## src/port_pins_pkg.sv

```systemverilog
// Shared constants and carrier types for the two eight-bit port pin blocks.
// Assumes a single 50 MHz core clock and synchronous, active-high reset.
`default_nettype none
package port_pins_pkg;
	localparam int PORT_WIDTH = 8;
	localparam logic [7:0] BUS_PORT_RESET_LATCH = 8'hFF;
	localparam logic [7:0] IO_PORT_RESET_LATCH = 8'hFF;
	localparam int CLK_PERIOD_NS = 20;
	localparam int STRONG_PULLUP_NS = 40;
	localparam int STRONG_PULLUP_CYCLES = (STRONG_PULLUP_NS + CLK_PERIOD_NS - 1) / CLK_PERIOD_NS;
	localparam int TIMER_IO_BIT = 0;
	localparam int TIMER_TRIG_BIT = 1;
	localparam int SERIAL_RX_BIT = 2;
	localparam int SERIAL_TX_BIT = 3;
	localparam int IRQ_TWO_BIT = 4;
	localparam int IRQ_THREE_BIT = 5;
	localparam int IRQ_FOUR_BIT = 6;
	localparam int IRQ_FIVE_BIT = 7;

	// Drive of one pin group: o = level driven, oe = strong drive on, wpu = weak pullup on
	typedef struct packed {
		logic [7:0] o;
		logic [7:0] oe;
		logic [7:0] wpu;
	} pin_drive_t;

	typedef struct packed {
		logic edge_irq_five;
		logic edge_irq_four;
		logic edge_irq_three;
		logic edge_irq_two;
	} irq_set_t;

	typedef enum logic [1:0] {
		BUS_IDLE = 2'b00,
		BUS_ADDR = 2'b01,
		BUS_DATA = 2'b11
	} bus_phase_t;
endpackage : port_pins_pkg
`default_nettype wire

```

## src/edge_irq_flag.sv

```systemverilog
// One edge-detected interrupt input with its pending flag.
// Assumes the pin level may be asynchronous to ref_clk_i; two stages synchronise it.
`default_nettype none
module edge_irq_flag #(
	parameter bit RISING = 1'b1
) (
	input wire logic ref_clk_i,
	input wire logic srst_i,
	input wire logic pin_i,
	input wire logic clear_i,
	output logic pending_o
);
	logic sync_a;
	logic sync_b;
	logic last;
	logic hit;

	// Two stages; only sync_b is looked at
	always_ff @(posedge ref_clk_i) begin
		if (srst_i) begin
			sync_a <= 1'b1;
			sync_b <= 1'b1;
			last <= 1'b1;
		end else begin
			sync_a <= pin_i;
			sync_b <= sync_a;
			last <= sync_b;
		end
	end

	assign hit = RISING ? (sync_b & ~last) : (~sync_b & last);

	// Set wins over a clear in the same cycle so no edge is lost
	always_ff @(posedge ref_clk_i) begin
		if (srst_i)
			pending_o <= 1'b0;
		else if (hit)
			pending_o <= 1'b1;
		else if (clear_i)
			pending_o <= 1'b0;
	end
endmodule : edge_irq_flag
`default_nettype wire

```

## src/port_pins.sv

```systemverilog
// Pin logic of the bus port (open drain, multiplexed address/data) and the quasi-bidirectional I/O port.
// Assumes the core drives latch writes and bus cycles; the bench resolves pin levels from the enables.
`default_nettype none
module port_pins #(
	parameter int WIDTH = port_pins_pkg::PORT_WIDTH,
	parameter int PULSE_CYCLES = port_pins_pkg::STRONG_PULLUP_CYCLES
) (
	input wire logic ref_clk_i,
	input wire logic srst_i,
	// Bus port, software side and external memory side
	input wire logic bus_latch_we_i,
	input wire logic [7:0] bus_latch_wdata_i,
	input wire logic ext_bus_en_i,
	input wire logic addr_strobe_i,
	input wire logic [7:0] low_addr_i,
	input wire logic data_drive_i,
	input wire logic [7:0] data_out_i,
	output logic [7:0] muxed_addr_data_bus_o,
	output logic [7:0] muxed_addr_data_bus_oe_o,
	output logic [7:0] muxed_addr_data_bus_wpu_o,
	input wire logic [7:0] muxed_addr_data_bus_i,
	output logic [7:0] bus_pin_level_o,
	// I/O port
	input wire logic io_latch_we_i,
	input wire logic [7:0] io_latch_wdata_i,
	input wire logic [7:0] alt_enable_i,
	input wire logic [7:0] alt_out_i,
	output logic [7:0] io_pin_o,
	output logic [7:0] io_pin_oe_o,
	output logic [7:0] io_pin_wpu_o,
	input wire logic [7:0] io_pin_i,
	output logic [7:0] io_latch_o,
	output logic [7:0] io_pin_level_o,
	// Alternate function taps
	output logic timer_two_io_o,
	output logic timer_two_reload_trigger_o,
	output logic second_serial_receive_o,
	input wire logic irq_clear_i,
	output port_pins_pkg::irq_set_t irq_pending_o
);
	logic [7:0] bus_latch;
	logic [7:0] io_latch;
	logic [7:0] pulse_active;
	logic [7:0] pulse_last;
	logic [7:0] pulse_cnt [WIDTH];
	logic [7:0] eff_io;
	port_pins_pkg::bus_phase_t phase;
	port_pins_pkg::pin_drive_t bus_drv;
	port_pins_pkg::pin_drive_t io_drv;
	port_pins_pkg::irq_set_t irq_clr;

	// Bus port latch, reset to all ones so open-drain pins float
	always_ff @(posedge ref_clk_i) begin
		if (srst_i)
			bus_latch <= port_pins_pkg::BUS_PORT_RESET_LATCH;
		else if (bus_latch_we_i)
			bus_latch <= bus_latch_wdata_i;
	end

	// Bus phase follows the strobe
	always_ff @(posedge ref_clk_i) begin
		if (srst_i)
			phase <= port_pins_pkg::BUS_IDLE;
		else if (!ext_bus_en_i)
			phase <= port_pins_pkg::BUS_IDLE;
		else if (addr_strobe_i)
			phase <= port_pins_pkg::BUS_ADDR;
		else
			phase <= port_pins_pkg::BUS_DATA;
	end

	// Registered bus port drive
	always_ff @(posedge ref_clk_i) begin
		if (srst_i) begin
			bus_drv <= '0;
		end else begin
			case (phase)
			port_pins_pkg::BUS_ADDR: begin
				bus_drv.o <= low_addr_i;
				bus_drv.oe <= ~low_addr_i;
				bus_drv.wpu <= low_addr_i;
			end
			port_pins_pkg::BUS_DATA: begin
				bus_drv.o <= data_out_i;
				bus_drv.oe <= data_drive_i ? ~data_out_i : 8'h00;
				bus_drv.wpu <= data_drive_i ? data_out_i : 8'h00;
			end
			default: begin
				// Open drain as plain I/O: only pulls low, external pullups needed
				bus_drv.o <= 8'h00;
				bus_drv.oe <= ~bus_latch;
				bus_drv.wpu <= 8'h00;
			end
			endcase
		end
	end

	assign muxed_addr_data_bus_o = bus_drv.o;
	assign muxed_addr_data_bus_oe_o = bus_drv.oe;
	assign muxed_addr_data_bus_wpu_o = bus_drv.wpu;

	always_ff @(posedge ref_clk_i) begin
		if (srst_i)
			bus_pin_level_o <= 8'hFF;
		else
			bus_pin_level_o <= muxed_addr_data_bus_i;
	end

	// I/O port latch
	always_ff @(posedge ref_clk_i) begin
		if (srst_i)
			io_latch <= port_pins_pkg::IO_PORT_RESET_LATCH;
		else if (io_latch_we_i)
			io_latch <= io_latch_wdata_i;
	end

	assign io_latch_o = io_latch;

	// Output seen by each pin: latch ANDed with the alternate output where alt_enable_i is set, so a latch of one hands the pin over
	assign eff_io = io_latch & (~alt_enable_i | alt_out_i);

	// Per-pin strong pullup timer, started when a pin goes from low to high
	always_ff @(posedge ref_clk_i) begin
		if (srst_i) begin
			for (int i = 0; i < WIDTH; i++)
				pulse_cnt[i] <= 8'h00;
		end else begin
			for (int i = 0; i < WIDTH; i++) begin
				if (!eff_io[i])
					pulse_cnt[i] <= 8'h00;
				else if (!io_drv.o[i])
					pulse_cnt[i] <= 8'(PULSE_CYCLES);
				else if (pulse_cnt[i] != 8'h00)
					pulse_cnt[i] <= pulse_cnt[i] - 8'h01;
			end
		end
	end

	// Each pin ends its strong drive on its own last count, so the pullup lasts PULSE_CYCLES
	always_comb begin
		pulse_active = 8'h00;
		pulse_last = 8'h00;
		for (int i = 0; i < WIDTH; i++) begin
			pulse_active[i] = (pulse_cnt[i] != 8'h00);
			pulse_last[i] = (pulse_cnt[i] == 8'h01);
		end
	end

	// Registered I/O drive: low strong, high weak, brief strong after a rise
	always_ff @(posedge ref_clk_i) begin
		if (srst_i) begin
			io_drv.o <= 8'hFF;
			io_drv.oe <= 8'h00;
			io_drv.wpu <= 8'hFF;
		end else begin
			io_drv.o <= eff_io;
			io_drv.oe <= ~eff_io | (eff_io & ~io_drv.o) | (eff_io & pulse_active & ~pulse_last);
			io_drv.wpu <= eff_io;
		end
	end

	assign io_pin_o = io_drv.o;
	assign io_pin_oe_o = io_drv.oe;
	assign io_pin_wpu_o = io_drv.wpu;

	// Pins read back what is really on the wire
	always_ff @(posedge ref_clk_i) begin
		if (srst_i)
			io_pin_level_o <= 8'hFF;
		else
			io_pin_level_o <= io_pin_i;
	end

	// Alternate inputs tapped from sampled pin levels
	assign timer_two_io_o = io_pin_level_o[port_pins_pkg::TIMER_IO_BIT];
	assign timer_two_reload_trigger_o = io_pin_level_o[port_pins_pkg::TIMER_TRIG_BIT];
	assign second_serial_receive_o = io_pin_level_o[port_pins_pkg::SERIAL_RX_BIT];

	assign irq_clr = {4{irq_clear_i}};

	edge_irq_flag #(.RISING(1'b1)) u_irq_two (
		.ref_clk_i(ref_clk_i),
		.srst_i(srst_i),
		.pin_i(io_pin_i[port_pins_pkg::IRQ_TWO_BIT]),
		.clear_i(irq_clr.edge_irq_two),
		.pending_o(irq_pending_o.edge_irq_two)
	);
	edge_irq_flag #(.RISING(1'b0)) u_irq_three (
		.ref_clk_i(ref_clk_i),
		.srst_i(srst_i),
		.pin_i(io_pin_i[port_pins_pkg::IRQ_THREE_BIT]),
		.clear_i(irq_clr.edge_irq_three),
		.pending_o(irq_pending_o.edge_irq_three)
	);
	edge_irq_flag #(.RISING(1'b1)) u_irq_four (
		.ref_clk_i(ref_clk_i),
		.srst_i(srst_i),
		.pin_i(io_pin_i[port_pins_pkg::IRQ_FOUR_BIT]),
		.clear_i(irq_clr.edge_irq_four),
		.pending_o(irq_pending_o.edge_irq_four)
	);
	edge_irq_flag #(.RISING(1'b0)) u_irq_five (
		.ref_clk_i(ref_clk_i),
		.srst_i(srst_i),
		.pin_i(io_pin_i[port_pins_pkg::IRQ_FIVE_BIT]),
		.clear_i(irq_clr.edge_irq_five),
		.pending_o(irq_pending_o.edge_irq_five)
	);
endmodule : port_pins
`default_nettype wire

```

## config.mk

```make
export PLATFORM = sky130hd
export DESIGN_NAME = port_pins
export DESIGN_NICKNAME = d
export VERILOG_FILES = /design/src/port_pins_pkg.sv /design/src/edge_irq_flag.sv /design/src/port_pins.sv
export SDC_FILE = /design/constraint.sdc
export NUM_CORES = 1
export LEC_CHECK = 0
export BUFFER_PORTS_ARGS = -buffer_cell sky130_fd_sc_hd__buf_2
export CORE_MARGIN = 3
export CORE_UTILIZATION = 45
export DETAILED_ROUTE_END_ITERATION = 8
export GPL_TIMING_DRIVEN = 0
export PLACE_DENSITY = 0.72
export SYNTH_ARGS = -nofsm -noshare
export SYNTH_HDL_FRONTEND = slang
export SYNTH_SLANG_ARGS = --single-unit
```

## constraint.sdc

```tcl
create_clock -name ref_clk_i -period 2.9 [get_ports ref_clk_i]
set_input_delay 0.435 -clock ref_clk_i [delete_from_list [all_inputs] [get_ports ref_clk_i]]
set_output_delay 0.435 -clock ref_clk_i [all_outputs]
set_load 0.1 [all_outputs]
```

==> metrics.txt <==
num rows 44; first-pass GRT wire length 24500 um; wire per inst 14.7 um; Final ANT Viol Nets 0; # resized after CTS 0; Post-CTS Setup Inserts 0; Synth Net Count 749; met2 usage 29.6%; CP arrival 2470 ps; global placement routability congestion 0.854; H-tree depth 4; Overall Power 8.55 mW; yosys warns 0; Sum Neg Setup Slack 0 ps; Initial Utilization 46.6%; Syn Inst Count 655; die width 129 um; post-layout util 56.8%; initial antenna violation count 0; # diodes 0; HP Class input port to register; synth unique cells 47; fraction of layout cells with a size suffix above 1 27.5%; crit share post-route 82.9%; global route hottest layer met2; Iter 0 DRT Violations 332; Port Buffers 148; peak supply drop 0.486 mV; area leader, netlist edfxtp_1; Cell Chain, Critical Path or4_1, buf_2, nor3_1, nand2b_1; Post-Place Setup Slack 166 ps; count of clock tree sinks 150; RSZ-0062 raised after global routing false; CTS tree yes; Rel. slew slack 48.9%; met3 Track Usage GR 6.68%; clock slew at the register clock pins of the worst setup and hold paths 60 ps; Final Skew 7.88 ps; FILL cells 1287; EDFF count, synth 64; total grt overflow 0; final critical-path required period 2410 ps; total number of vias 5434; drt total wl 14900 um; Clk Latency, worst-skew pair 410 ps; Synth Cell Area 6860 sq um; Final Cell Area 8350 sq um; core area 14700 sq um; Placed Cells 987; hold slack 194 ps; Max Clock Freq 416 MHz; fin nets 916; die area 16800 sq um; Finish-stage setup viols 0; cell at the slowest stage of the critical path nor3_1; CTS buffer count 17; Area Growth Syn to Fin 21.8%; DP HPWL 10900 um; Hold Violations, Final 0; outcome completed; post-route insts no fill 1018; number of buffers and inverters on the critical path 1; fin. max-slew vios 0; Critical Path Sink Type register; DP Area 7830 sq um; Die Y 129 um; root buffer cell clkbuf_16; startpoint types register; Avg Synthesized Cell Area 10.5 sq um; hold_buf cts 0; register area share after synthesis 53.1%; most common cell in the netlist dfxtp_1; drt pass-1 iters 4; static leakage 3.53 nW; async set-or-reset flop fraction in the synthesized netlist 0%; Max stage delay on crit path 550 ps; Worst-Margin Slew 767 ps; I/O pins 151; clock buffer depth 2; Synth area leaders edfxtp_1 28%, dfxtp_1 25%, ha_1 4.0%, nand2b_1 3.6%, a21oi_1 3.1%; Critical Path RT 2970 ps; Total GRT Usage 18.3%; critical path's top delay family simple AND/OR/NAND/NOR gates; max cap viols 0; vias in the first global route 5062; fin worst setup slack 495 ps; Cell Pwr Density 1020 nW/um^2; GRT met1 Usage 23.4%; Yosys top cell area share 28.0%; Synth Flop Type dfxtp_1; Yosys reg bits 150; largest net degree at the start of global routing 17; Via density 5.34; Synth top cells by count 86 x dfxtp_1, 64 x edfxtp_1, 51 x nand2_1, 43 x a21oi_1, 39 x nand2b_1; crit path kind register to register; DR DRC count 0; Max FO, Critical Path 8
[cell families (layout without fill, tap and decap cells)]
| kind of cell | after synthesis | in the layout | synth area share (%) |
|---|---|---|---|
| xor+xnor | 13 | 13 | 1.66 |
| mux | 16 | 16 | 2.34 |
| buf+inv | 76 | 255 | 5.26 |
| flops | 150 | 150 | 53.1 |
| simple gates | 242 | 242 | 20.4 |
| compound gates | 136 | 136 | 13.2 |
| fa+ha+maj | 22 | 22 | 4.02 |
[cells in the final DEF, fill, tap and decap left out, types with 11 or more instances in the layout]
| cell | synthesis | routed |
|---|---|---|
| inv_1 | 33 | 33 |
| dfxtp_1 | 86 | 86 |
| clkbuf_16 | 0 | 18 |
| a211oi_1 | 19 | 19 |
| xnor2_1 | 13 | 13 |
| nand2b_1 | 39 | 39 |
| mux2i_1 | 16 | 16 |
| edfxtp_1 | 64 | 64 |
| nor2_1 | 13 | 13 |
| or4_1 | 22 | 22 |
| ha_1 | 22 | 22 |
| buf_4 | 19 | 19 |
| or2_2 | 26 | 26 |
| nand2_1 | 51 | 51 |
| o21ai_0 | 24 | 24 |
| a21oi_1 | 43 | 43 |
| clkbuf_1 | 20 | 25 |
| o31ai_1 | 11 | 11 |
| or3_1 | 12 | 12 |
| nor3_1 | 30 | 30 |
| buf_2 | 2 | 150 |
[layout make-up]
class                   count  area (sq um)  share of cell area [%]
clock inverters             8          52.6                   0.629
flip-flops and latches    150          3640                    43.6
repair buffers            148           741                    8.87
well taps                 184           230                    2.76
clock buffers              23           469                    5.62
inverters                  33           124                    1.48
multi-input cells         429          2850                    34.2
plain buffers              43           236                    2.83
[per-layer routing]
metal  vias to the layer above  share of wire [%]
met5                         -                  0
met4                         0               0.79
met3                         9                6.9
met2                       137                 47
met1                      2557                 46
li1                       2731                  -
[state kept, by name (all words and copies together), names as in the netlist, 2 cells and up]
| signal | flops |
|---|---|
| muxed_addr_data_bus_oe_o | 8 |
| pulse_cnt | 64 |
| muxed_addr_data_bus_wpu_o | 8 |
| io_latch_o | 8 |
| muxed_addr_data_bus_o | 8 |
| bus_latch | 8 |
| phase | 2 |
| io_pin_oe_o | 8 |
| bus_pin_level_o | 8 |
| io_pin_level_o | 8 |
| io_pin_wpu_o | 8 |
[where the power goes]
group          internal (mW)  switching [mW]  total, mW
registers               2.81           0.461       3.27
logic                   1.25            2.07       3.33
clock network           1.14           0.812       1.95
[worst paths after layout]
kind | from | end | slack (ps) | cells after the start
worst max-delay path | pulse_cnt[0][4] | pulse_cnt[0][0] | 490 | 4
worst min-delay path | addr_strobe_i | phase[1] | 190 | 2
worst min register to register | u_irq_five.sync_b | u_irq_five.last | 420 | 1
worst max register to register | pulse_cnt[0][4] | pulse_cnt[0][0] | 490 | 4
Note: power is estimated with default switching activity, not from simulation.
